===== config.mk =====
export PLATFORM = sky130hd
export DESIGN_NAME = power_reset_control
export DESIGN_NICKNAME = d
export VERILOG_FILES = /design/src/common/power_reset_pkg.sv /design/src/design/power_reset_control.sv
export VERILOG_INCLUDE_DIRS = /design/src /design/src/common
export SDC_FILE = /design/constraint.sdc
export NUM_CORES = 1
export LEC_CHECK = 0
export ABC_AREA = 1
export BUFFER_PORTS_ARGS = -buffer_cell sky130_fd_sc_hd__buf_2
export CAP_MARGIN = 20
export CORE_MARGIN = 1
export CORE_UTILIZATION = 48
export CTS_BUF_LIST = sky130_fd_sc_hd__clkbuf_4 sky130_fd_sc_hd__clkbuf_8 sky130_fd_sc_hd__clkbuf_16
export DETAILED_ROUTE_END_ITERATION = 8
export GPL_TIMING_DRIVEN = 0
export PLACE_DENSITY = 0.79
export SLEW_MARGIN = 20
export SYNTH_ARGS = -nofsm -noshare
export SYNTH_HDL_FRONTEND = slang
export SYNTH_SLANG_ARGS = --single-unit

===== constraint.sdc =====
create_clock -name core_clk -period 3.6 [get_ports core_clk]
set_input_delay 0.72 -clock core_clk [delete_from_list [all_inputs] [get_ports core_clk]]
set_output_delay 0.72 -clock core_clk [all_outputs]
set_load 0.01 [all_outputs]

===== src/common/power_reset_defines.svh =====
// constants for the power, thermal and reset control block
// assumes a 20 MHz core clock and 16-bit registers on a 15-bit address space
`ifndef POWER_RESET_DEFINES_SVH
`define POWER_RESET_DEFINES_SVH
// ----------------------------------------------------------------
// register addresses
// ----------------------------------------------------------------
`define ADDR_CHIP_ID 15'h0000
`define ADDR_REVISION 15'h0001
`define ADDR_POWER_ONE 15'h0002
`define ADDR_POWER_TWO 15'h0003
`define ADDR_STATUS 15'h0011
`define ADDR_OUTPUT_CTRL 15'h002a
// ----------------------------------------------------------------
// field positions
// ----------------------------------------------------------------
`define BIT_RIGHT_ADC 11
`define BIT_LEFT_ADC 10
`define BIT_MIC_BIAS 4
`define BIT_MASTER_BIAS 3
`define BIT_RIGHT_LINE 15
`define BIT_LEFT_LINE 14
`define BIT_RIGHT_GAIN 13
`define BIT_LEFT_GAIN 12
`define BIT_RIGHT_SUPPLY 11
`define BIT_LEFT_SUPPLY 10
`define BIT_RIGHT_OUTPUT 7
`define BIT_LEFT_OUTPUT 6
`define BIT_RIGHT_MIXER 3
`define BIT_LEFT_MIXER 2
`define BIT_RIGHT_DAC 1
`define BIT_LEFT_DAC 0
`define BIT_OVERTEMP 15
`define BIT_THERMAL_SD 15
// ----------------------------------------------------------------
// reset values and write masks
// ----------------------------------------------------------------
`define RST_POWER_ONE 16'h0000
`define RST_POWER_TWO 16'h0000
`define RST_OUTPUT_CTRL 16'h8000
`define MASK_POWER_ONE 16'h0c18
`define MASK_POWER_TWO 16'hfccf
`define MASK_OUTPUT_CTRL 16'h8000
`define ZERO_WORD 16'h0000
// ----------------------------------------------------------------
// timing
// ----------------------------------------------------------------
`define POR_MIN_NS 10600
`define CLK_PERIOD_NS 50
`endif


===== src/common/power_reset_pkg.sv =====
// types for the power, thermal and reset control block
// assumes nothing beyond the defines header
package power_reset_pkg;
    // power-on reset sequencer states
    typedef enum logic [1:0] {
        POR_HOLD = 2'b01,
        POR_RUN = 2'b10
    } por_state_type;
endpackage : power_reset_pkg


===== src/design/power_reset_control.sv =====
// power management, thermal shutdown, power-on and software reset control
// assumes the control-interface decoder delivers one-cycle write strobes
// and level read requests synchronous to core_clk
//
// Summary of operation
// - power one bit 11 enables right ADC
// - power one bit 10 enables left ADC
// - bit 4 mic bias, bit 3 master bias
// - power two bits 15/14 enable line outputs
// - power two bits 13/12 enable speaker gains
// - right speaker needs supply and output bits
// - left speaker needs supply and output bits
// - power two bits 3/2 enable speaker mixers
// - power two bits 1/0 enable DACs
// - status bit 15 shows overtemperature, read-only
// - overtemp pollable, pin output, event source
// - thermal shutdown bit forces speakers off while overtemperature
// - during power-on reset writes are discarded
// - after reset defaults held, writes accepted
// - power-on reset lasts at least 10.6 us
// - either supply low asserts power-on reset
// - write to address zero resets registers
// - address zero reads family identification code
// - address one reads revision in bits 3:0
`timescale 1ns/100ps
`include "power_reset_defines.svh"
module power_reset_control
    import power_reset_pkg::*;
#(
    // family identification code, value arbitrary
    parameter logic [15:0] FAMILY_ID = 16'h1234,
    // silicon revision, value arbitrary
    parameter logic [3:0] REVISION = 4'h0
) (
    // clock and reset
    input wire logic core_clk,
    input wire logic rst,
    // supply monitors, high when supply above threshold
    input wire logic ldo_supply_ok,
    input wire logic core_supply_ok,
    // temperature sensor, high when overtemperature
    input wire logic temp_sensor_hot,
    // register access from control interface
    input wire logic reg_write,
    input wire logic reg_read,
    input wire logic [14:0] reg_addr,
    input wire logic [15:0] reg_wdata,
    output logic [15:0] reg_rdata,
    // power-on reset state, low while held
    output logic por_n,
    // analog enables
    output logic right_adc_enable,
    output logic left_adc_enable,
    output logic mic_bias_enable,
    output logic master_bias_enable,
    output logic right_line_out_enable,
    output logic left_line_out_enable,
    output logic right_spk_gain_enable,
    output logic left_spk_gain_enable,
    output logic right_speaker_output,
    output logic left_speaker_output,
    output logic right_spk_mixer_enable,
    output logic left_spk_mixer_enable,
    output logic right_dac_enable,
    output logic left_dac_enable,
    // temperature status for pin mux and interrupt logic
    output logic overtemp_status,
    output logic overtemp_event
);
    // ----------------------------------------------------------------
    // power-on reset timer
    // ----------------------------------------------------------------
    localparam int POR_CYCLES = (`POR_MIN_NS + `CLK_PERIOD_NS - 1) / `CLK_PERIOD_NS;
    localparam int CW = $clog2(POR_CYCLES + 1);
    localparam logic [CW-1:0] POR_LAST = CW'(POR_CYCLES - 1);

    por_state_type por_state_q, por_state_d;
    logic [CW-1:0] por_count_q, por_count_d;
    logic supplies_ok;
    logic held;

    assign supplies_ok = ldo_supply_ok & core_supply_ok;
    assign held = (por_state_q == POR_HOLD);

    // hold for the full period even when both supplies rise at once
    always_comb begin
        por_state_d = por_state_q;
        por_count_d = por_count_q;
        unique case (por_state_q)
            POR_HOLD: begin
                if (!supplies_ok) begin
                    por_count_d = '0;
                end else if (por_count_q == POR_LAST) begin
                    por_state_d = POR_RUN;
                end else begin
                    por_count_d = por_count_q + 1'b1;
                end
            end
            POR_RUN: begin
                if (!supplies_ok) begin
                    por_state_d = POR_HOLD;
                    por_count_d = '0;
                end
            end
        endcase
    end

    always_ff @(posedge core_clk) begin
        if (rst) begin
            por_state_q <= POR_HOLD;
            por_count_q <= '0;
        end else begin
            por_state_q <= por_state_d;
            por_count_q <= por_count_d;
        end
    end

    // ----------------------------------------------------------------
    // control registers
    // ----------------------------------------------------------------
    logic [15:0] power_one_q, power_one_d;
    logic [15:0] power_two_q, power_two_d;
    logic [15:0] output_ctrl_q, output_ctrl_d;
    logic soft_reset_trigger_q, soft_reset_trigger_d;
    logic write_ok;

    assign write_ok = reg_write & ~held;

    // soft reset is a pulse applied one cycle late, so the write itself
    // never competes with the reload
    always_comb begin
        power_one_d = power_one_q;
        power_two_d = power_two_q;
        output_ctrl_d = output_ctrl_q;
        soft_reset_trigger_d = write_ok && (reg_addr == `ADDR_CHIP_ID);
        if (soft_reset_trigger_q) begin
            power_one_d = `RST_POWER_ONE;
            power_two_d = `RST_POWER_TWO;
            output_ctrl_d = `RST_OUTPUT_CTRL;
        end else if (write_ok) begin
            if (reg_addr == `ADDR_POWER_ONE) begin
                power_one_d = reg_wdata & `MASK_POWER_ONE;
            end
            if (reg_addr == `ADDR_POWER_TWO) begin
                power_two_d = reg_wdata & `MASK_POWER_TWO;
            end
            if (reg_addr == `ADDR_OUTPUT_CTRL) begin
                output_ctrl_d = reg_wdata & `MASK_OUTPUT_CTRL;
            end
        end
    end

    always_ff @(posedge core_clk) begin
        if (rst || held) begin
            power_one_q <= `RST_POWER_ONE;
            power_two_q <= `RST_POWER_TWO;
            output_ctrl_q <= `RST_OUTPUT_CTRL;
            soft_reset_trigger_q <= 1'b0;
        end else begin
            power_one_q <= power_one_d;
            power_two_q <= power_two_d;
            output_ctrl_q <= output_ctrl_d;
            soft_reset_trigger_q <= soft_reset_trigger_d;
        end
    end

    // ----------------------------------------------------------------
    // outputs and readback
    // ----------------------------------------------------------------
    logic hot_q;
    logic shutdown;
    logic [15:0] rdata_d;
    logic [15:0] status_word;

    assign shutdown = output_ctrl_q[`BIT_THERMAL_SD] & hot_q;
    always_comb begin
        status_word = `ZERO_WORD;
        status_word[`BIT_OVERTEMP] = hot_q;
    end

    // readback mux; unmapped and unowned addresses read as zero
    always_comb begin
        rdata_d = reg_rdata;
        if (reg_read) begin
            unique case (reg_addr)
                `ADDR_CHIP_ID: rdata_d = FAMILY_ID;
                `ADDR_REVISION: rdata_d = {12'h000, REVISION};
                `ADDR_POWER_ONE: rdata_d = power_one_q;
                `ADDR_POWER_TWO: rdata_d = power_two_q;
                `ADDR_STATUS: rdata_d = status_word;
                `ADDR_OUTPUT_CTRL: rdata_d = output_ctrl_q;
                default: rdata_d = `ZERO_WORD;
            endcase
        end
    end

    // every output registered; enables lag register by one cycle
    always_ff @(posedge core_clk) begin
        if (rst) begin
            hot_q <= 1'b0;
            reg_rdata <= `ZERO_WORD;
            por_n <= 1'b0;
            right_adc_enable <= 1'b0;
            left_adc_enable <= 1'b0;
            mic_bias_enable <= 1'b0;
            master_bias_enable <= 1'b0;
            right_line_out_enable <= 1'b0;
            left_line_out_enable <= 1'b0;
            right_spk_gain_enable <= 1'b0;
            left_spk_gain_enable <= 1'b0;
            right_speaker_output <= 1'b0;
            left_speaker_output <= 1'b0;
            right_spk_mixer_enable <= 1'b0;
            left_spk_mixer_enable <= 1'b0;
            right_dac_enable <= 1'b0;
            left_dac_enable <= 1'b0;
            overtemp_status <= 1'b0;
            overtemp_event <= 1'b0;
        end else begin
            hot_q <= temp_sensor_hot;
            reg_rdata <= rdata_d;
            por_n <= ~held;
            right_adc_enable <= power_one_q[`BIT_RIGHT_ADC];
            left_adc_enable <= power_one_q[`BIT_LEFT_ADC];
            mic_bias_enable <= power_one_q[`BIT_MIC_BIAS];
            master_bias_enable <= power_one_q[`BIT_MASTER_BIAS];
            right_line_out_enable <= power_two_q[`BIT_RIGHT_LINE];
            left_line_out_enable <= power_two_q[`BIT_LEFT_LINE];
            right_spk_gain_enable <= power_two_q[`BIT_RIGHT_GAIN];
            left_spk_gain_enable <= power_two_q[`BIT_LEFT_GAIN];
            right_speaker_output <= power_two_q[`BIT_RIGHT_SUPPLY]
                & power_two_q[`BIT_RIGHT_OUTPUT] & ~shutdown;
            left_speaker_output <= power_two_q[`BIT_LEFT_SUPPLY]
                & power_two_q[`BIT_LEFT_OUTPUT] & ~shutdown;
            right_spk_mixer_enable <= power_two_q[`BIT_RIGHT_MIXER];
            left_spk_mixer_enable <= power_two_q[`BIT_LEFT_MIXER];
            right_dac_enable <= power_two_q[`BIT_RIGHT_DAC];
            left_dac_enable <= power_two_q[`BIT_LEFT_DAC];
            overtemp_status <= hot_q;
            overtemp_event <= hot_q & ~overtemp_status;
        end
    end

    // ----------------------------------------------------------------
    // checks
    // ----------------------------------------------------------------
    AST_SPK_SHUTDOWN: assert property (@(posedge core_clk) disable iff (rst)
        (output_ctrl_q[`BIT_THERMAL_SD] && hot_q) |=> !right_speaker_output)
        else $error("speaker on during thermal shutdown");
    AST_RIGHT_SPK: assert property (@(posedge core_clk) disable iff (rst)
        !power_two_q[`BIT_RIGHT_OUTPUT] |=> !right_speaker_output)
        else $error("right speaker on without output bit");
    AST_LEFT_SPK: assert property (@(posedge core_clk) disable iff (rst)
        !power_two_q[`BIT_LEFT_SUPPLY] |=> !left_speaker_output)
        else $error("left speaker on without supply bit");
    AST_SUPPLY_DROP: assert property (@(posedge core_clk) disable iff (rst)
        !supplies_ok |=> held)
        else $error("reset not asserted on supply drop");
    AST_POR_MIN: assert property (@(posedge core_clk) disable iff (rst)
        $rose(por_state_q == POR_RUN) |-> $past(por_count_q) == POR_LAST)
        else $error("power-on reset released early");
    AST_WRITE_DROP: assert property (@(posedge core_clk) disable iff (rst)
        held |=> power_two_q == `RST_POWER_TWO)
        else $error("register changed while held");
    AST_SOFT_RESET: assert property (@(posedge core_clk) disable iff (rst)
        (write_ok && reg_addr == `ADDR_CHIP_ID && supplies_ok) |=> ##1
        (power_one_q == `RST_POWER_ONE && output_ctrl_q == `RST_OUTPUT_CTRL))
        else $error("soft reset did not restore defaults");
    AST_STATUS_READ: assert property (@(posedge core_clk) disable iff (rst)
        (reg_read && reg_addr == `ADDR_STATUS) |=> reg_rdata[`BIT_OVERTEMP] == $past(hot_q))
        else $error("status readback wrong");
    AST_ID_READ: assert property (@(posedge core_clk) disable iff (rst)
        (reg_read && reg_addr == `ADDR_CHIP_ID) |=> reg_rdata == FAMILY_ID)
        else $error("family code readback wrong");
    AST_LEFT_SHUTDOWN: assert property (@(posedge core_clk) disable iff (rst)
        shutdown |=> !left_speaker_output)
        else $error("left speaker on during thermal shutdown");
    AST_RIGHT_SUPPLY: assert property (@(posedge core_clk) disable iff (rst)
        !power_two_q[`BIT_RIGHT_SUPPLY] |=> !right_speaker_output)
        else $error("right speaker on without supply bit");
    AST_LEFT_OUTPUT: assert property (@(posedge core_clk) disable iff (rst)
        !power_two_q[`BIT_LEFT_OUTPUT] |=> !left_speaker_output)
        else $error("left speaker on without output bit");
    AST_REV_READ: assert property (@(posedge core_clk) disable iff (rst)
        (reg_read && reg_addr == `ADDR_REVISION) |=> reg_rdata == {12'h000, REVISION})
        else $error("revision readback wrong");
    AST_EVENT_PULSE: assert property (@(posedge core_clk) disable iff (rst)
        overtemp_event |=> !overtemp_event)
        else $error("overtemperature event longer than one cycle");
endmodule : power_reset_control


======== After elaboration in Yosys (flattened, before gate mapping) ========
Cells that the tools add are included.
word-level totals
  bits in registers ....................... 62
  output and inout bits ................... 33
operators by class
  reductions and logical operators ........ 9
  bitwise logic cells ..................... 11
  mux-type cells .......................... 9
  add/sub/neg operators ................... 1
  eq/ne operators ......................... 11
operator list
  operator                                                count
  one-hot mux 16 bit (5 select lines)                     1
  equality test 15 x 2 -> 1 bit (second input constant)   2
  two-way mux 8 bit                                       3
  one-hot mux 8 bit (2 select lines)                      1
  equality test 15 x 5 -> 1 bit (second input constant)   1
  equality test 15 x 6 -> 1 bit (second input constant)   1
  zero test 15 bit                                        1
  adder 8 x 1 -> 8 bit (second input constant)            1
  bitwise AND 1 bit                                       8
  equality test 8 bit (second input constant)             1
  AND reduction 2 bit                                     4
  two-way mux 2 bit                                       3
  inequality test 2 bit (second input constant)           2
  one-hot mux 2 bit (2 select lines)                      1
  inequality test 3 bit (second input constant)           1
  NOT 1 bit                                               3
  AND reduction 3 bit                                     1
  equality test 2 x 1 -> 1 bit (second input constant)    1
  equality test 2 bit (second input constant)             1
  inequality test 2 x 1 -> 1 bit (second input constant)  1
  OR reduction 2 bit                                      1
  logical AND 1 bit                                       1
  logical OR 1 bit                                        1

======== Longest topological paths before layout ========
  depth in word-level cells ............... 4
  mapped depth ............................ 10

======== Worst setup path after synthesis ========
OpenSTA, ideal clock, no wires.
  path kind ............................... input-to-reg
  start point ............................. in reg_addr[7]
  end point ............................... reg power_two_q[2]
  setup time .............................. 0.125 ns
  path buffers ............................ 1
  setup slack ............................. 1.939 ns
  arrival time ............................ 1.536 ns
  stages .................................. 9
  required time ........................... 3.475 ns
  cells stage by stage .................... nor2_2 nand2_2 nor2_4 nand2_4 nor2_4 inv_2 buf_6 nand2_1 a21oi_2
between the ends
  longest elaborated chain between the ends .. 2
ends and longest elaborated chain
  item                                  RTL line                    source
  start, declared                       power_reset_control.sv:46   input wire logic [14:0] reg_addr,
  equality test 15 x 2 -> 1 bit         --
  AND reduction 2 bit (no source line)  --
  end signal, assigned                  power_reset_control.sv:156  power_two_q <= `RST_POWER_TWO;
  end signal, assigned                  power_reset_control.sv:161  power_two_q <= power_two_d;
  end, declared                         power_reset_control.sv:122  logic [15:0] power_two_q, power_two_d;
Every way passes these cells.
A chain may end at the register's enable or synchronous reset.

======== Worst setup path in the final report ========
  start point ............................. reg reg_rdata[9]
  end point ............................... out reg_rdata[9]
RTL lines
  item                    RTL line                    source
  start, declared         power_reset_control.sv:48   output logic [15:0] reg_rdata,
  start signal, assigned  power_reset_control.sv:201  reg_rdata <= `ZERO_WORD;
  start signal, assigned  power_reset_control.sv:221  reg_rdata <= rdata_d;
No word-level cell between the ends.

==> impl_metrics.env <==
export IMPL_critPathCaptureType="output pin"
export IMPL_antenna_found_initial=0
export IMPL_core_um2=5110
export IMPL_hold_violations=0
export IMPL_final_setup_tns_ns=0
export IMPL_clock_path_buffers=2
export IMPL_drc=0
export IMPL_avgViaCountPerCell=4.79
export IMPL_cts_setup_buffers=0
export IMPL_wl_met3_um=286
export IMPL_die_area_um2=5570
export IMPL_hp_class="reg2reg"
export IMPL_synth_area_leader_cell="dfxtp_1"
export IMPL_fmax_ghz=0.614
export IMPL_die_w_um=74.6
export IMPL_io_pins=71
export IMPL_cap_violations=0
export IMPL_cts_root_buf="clkbuf_8"
export IMPL_crit_path_max_fanout=3
export IMPL_yosysMostFrequentCell="nand2_1"
export IMPL_reg2reg_depth=9
export IMPL_synthCells=341
export IMPL_synth_area_um2=2530
export IMPL_cts_made_buffers=9
export IMPL_track_usage_pct=22.5
export IMPL_hpwl_um=4300
export IMPL_whs_ns=0.426
export IMPL_slew_violations=0
export IMPL_diodes=0
export IMPL_synth_main_ff_cell="dfxtp_1"
export IMPL_io_buffers=65
export IMPL_critical_path_class="reg2out"
export IMPL_start_util_pct=49.6
export IMPL_drt_wl_total_um=5660
export IMPL_start_kind="flop"
export IMPL_grt_pass1_wl_um=9350
export IMPL_drive_gt1_share_pct=28.4
export IMPL_cts_hold_buf=0
export IMPL_p_leak_nw=1.42
export IMPL_hold_path_cell_count=1
export IMPL_nets=456
export IMPL_num_rows=26
export IMPL_yosys_register_bits=60
export IMPL_grt_max_degree=12
export IMPL_power_density_nw_per_um2=458
export IMPL_synth_seq_area_share_pct=47.5
export IMPL_skew_ns=0.0102
export IMPL_synth_top_area_share_pct=47.5
export IMPL_path_clk_slew_ns=0.07
export IMPL_finalSetupViolations=0
export IMPL_cp_data_required_time_ns=2.88
export IMPL_regArea_um2=1200
export IMPL_async_reset_ff_share_pct=0
export IMPL_gp_congestion=0.863
export IMPL_fillers=474
export IMPL_synth_edf_count=0
export IMPL_crit_arrival_ns=0.91
export IMPL_ant_nets=0
export IMPL_relSlewSlack_pct=63.5
export IMPL_synth_commonest_cells="nand2_1, dfxtp_1, inv_1"
export IMPL_synth_area_top_cells="dfxtp_1, nand2_1, inv_1"
export IMPL_grt_pass1_vias=2237
export IMPL_period_needed_ns=1.63
export IMPL_wl_per_cell_um=11.5
export IMPL_htreeDepth=3
export IMPL_post_cts_resized=0
export IMPL_first_pass_iters=4
export IMPL_synthDistinctLibCells=29
export IMPL_wl_met2_um=2730
export IMPL_rsz0062_at_grt="false"
export IMPL_top_layer="met4"
export IMPL_ys_warn_count=0
export IMPL_drtIter0Drc=64
export IMPL_fin_crit_sh_pct=45.2
export IMPL_cts_tree="yes"
export IMPL_vias=2359
export IMPL_status="finished, final reports clean"
export IMPL_areaGrowthSynthToFinish_pct=25.6
export IMPL_fp_dieH_um=74.6
export IMPL_clk_latency_ns=0.33
export IMPL_peakVddDrop_v=0.000279
export IMPL_grt_overflow_total=0
export IMPL_r2r_slack_ns=2.07
export IMPL_syn_nets=380
export IMPL_cts_sinks=60
export IMPL_multiInputGateArea_um2=1070
export IMPL_wl_met1_um=2510
export IMPL_syn_area_per_cell_um2=7.42
export IMPL_tightest_slew_ns=0.547
==> sequential cells by signal, summed over array words and instances, names as in the netlist, 2 cells and up <==
register	cells
por_count_q	8
por_state_q	2
power_one_q	4
power_two_q	12
reg_rdata	14
==> path summary, 6_finish.rpt <==
check | startpoint | to
worst max-delay path | reg_rdata[9] | reg_rdata[9]
worst min-delay path | overtemp_status | overtemp_event
worst max register to register | por_count_q[0] | por_count_q[5]
worst min register to register | overtemp_status | overtemp_event
==> cell families after synthesis <==
logic type / Yosys count / share of synthesized area, %
AND/OR/NAND/NOR: 171 / 30.2
buffers and inverters: 61 / 10.2
flip-flops: 60 / 47.5
AO/OA/AOI/OAI: 46 / 11.2
XOR/XNOR: 1 / 0.346
adder cells (fa/ha/maj): 1 / 0.494
other: 1 / 0.148
==> metrics by stage <==
step	power [mW]	cell area [um2]	std cells	setup WS, ns	utilization [%]
2_1_floorplan	0.737	2530	341	1.94	-
3_3_place_gp	0.771	2940	476	1.71	57.6
3_5_place_dp	0.772	2940	476	1.69	57.6
4_1_cts	1.47	3180	492	1.96	62.2
5_1_grt	1.51	3180	492	1.88	62.2
6_report	1.46	3180	492	1.97	62.2
==> critical path: stages (launching register included) <==
cell,delay [ns]
dfxtp_1,0.35
buf_4,0.11
buf_2,0.11
==> cell type report <==
class | count | area share, %
clock inverter | 5 | 2.64
timing repair buffer | 65 | 10.2
sequential | 60 | 37.8
clock buffer | 11 | 4.76
buffer | 12 | 2.32
multi-input combinational | 220 | 33.7
tap | 70 | 2.75
inverter | 49 | 5.79
==> routing by layer <==
| metal | GRT usage [%] | up-vias |
|---|---|---|
| met5 | 0 | - |
| met4 | 10.3 | 0 |
| met3 | 6.43 | 15 |
| met2 | 38.6 | 63 |
| met1 | 26.0 | 1065 |
| li1 | - | 1216 |
==> layout by cell type, fill, tap and decap left out, drive strengths merged, types with 2 or more instances in the layout <==
| cell type | instances |
|---|---|
| buf | 72 |
| nand4 | 4 |
| nor3 | 7 |
| bufinv | 2 |
| dfxtp | 60 |
| inv | 49 |
| o21ai | 9 |
| nand3 | 26 |
| clkbuf | 16 |
| nand2 | 85 |
| nor2 | 47 |
| a21oi | 34 |
| clkinvlp | 2 |
==> where the power goes <==
group          internal, mW  switching (mW)
registers             0.669         0.00344
logic                0.0297          0.0549
clock network         0.428           0.272
(Power assumes the default switching activity.)
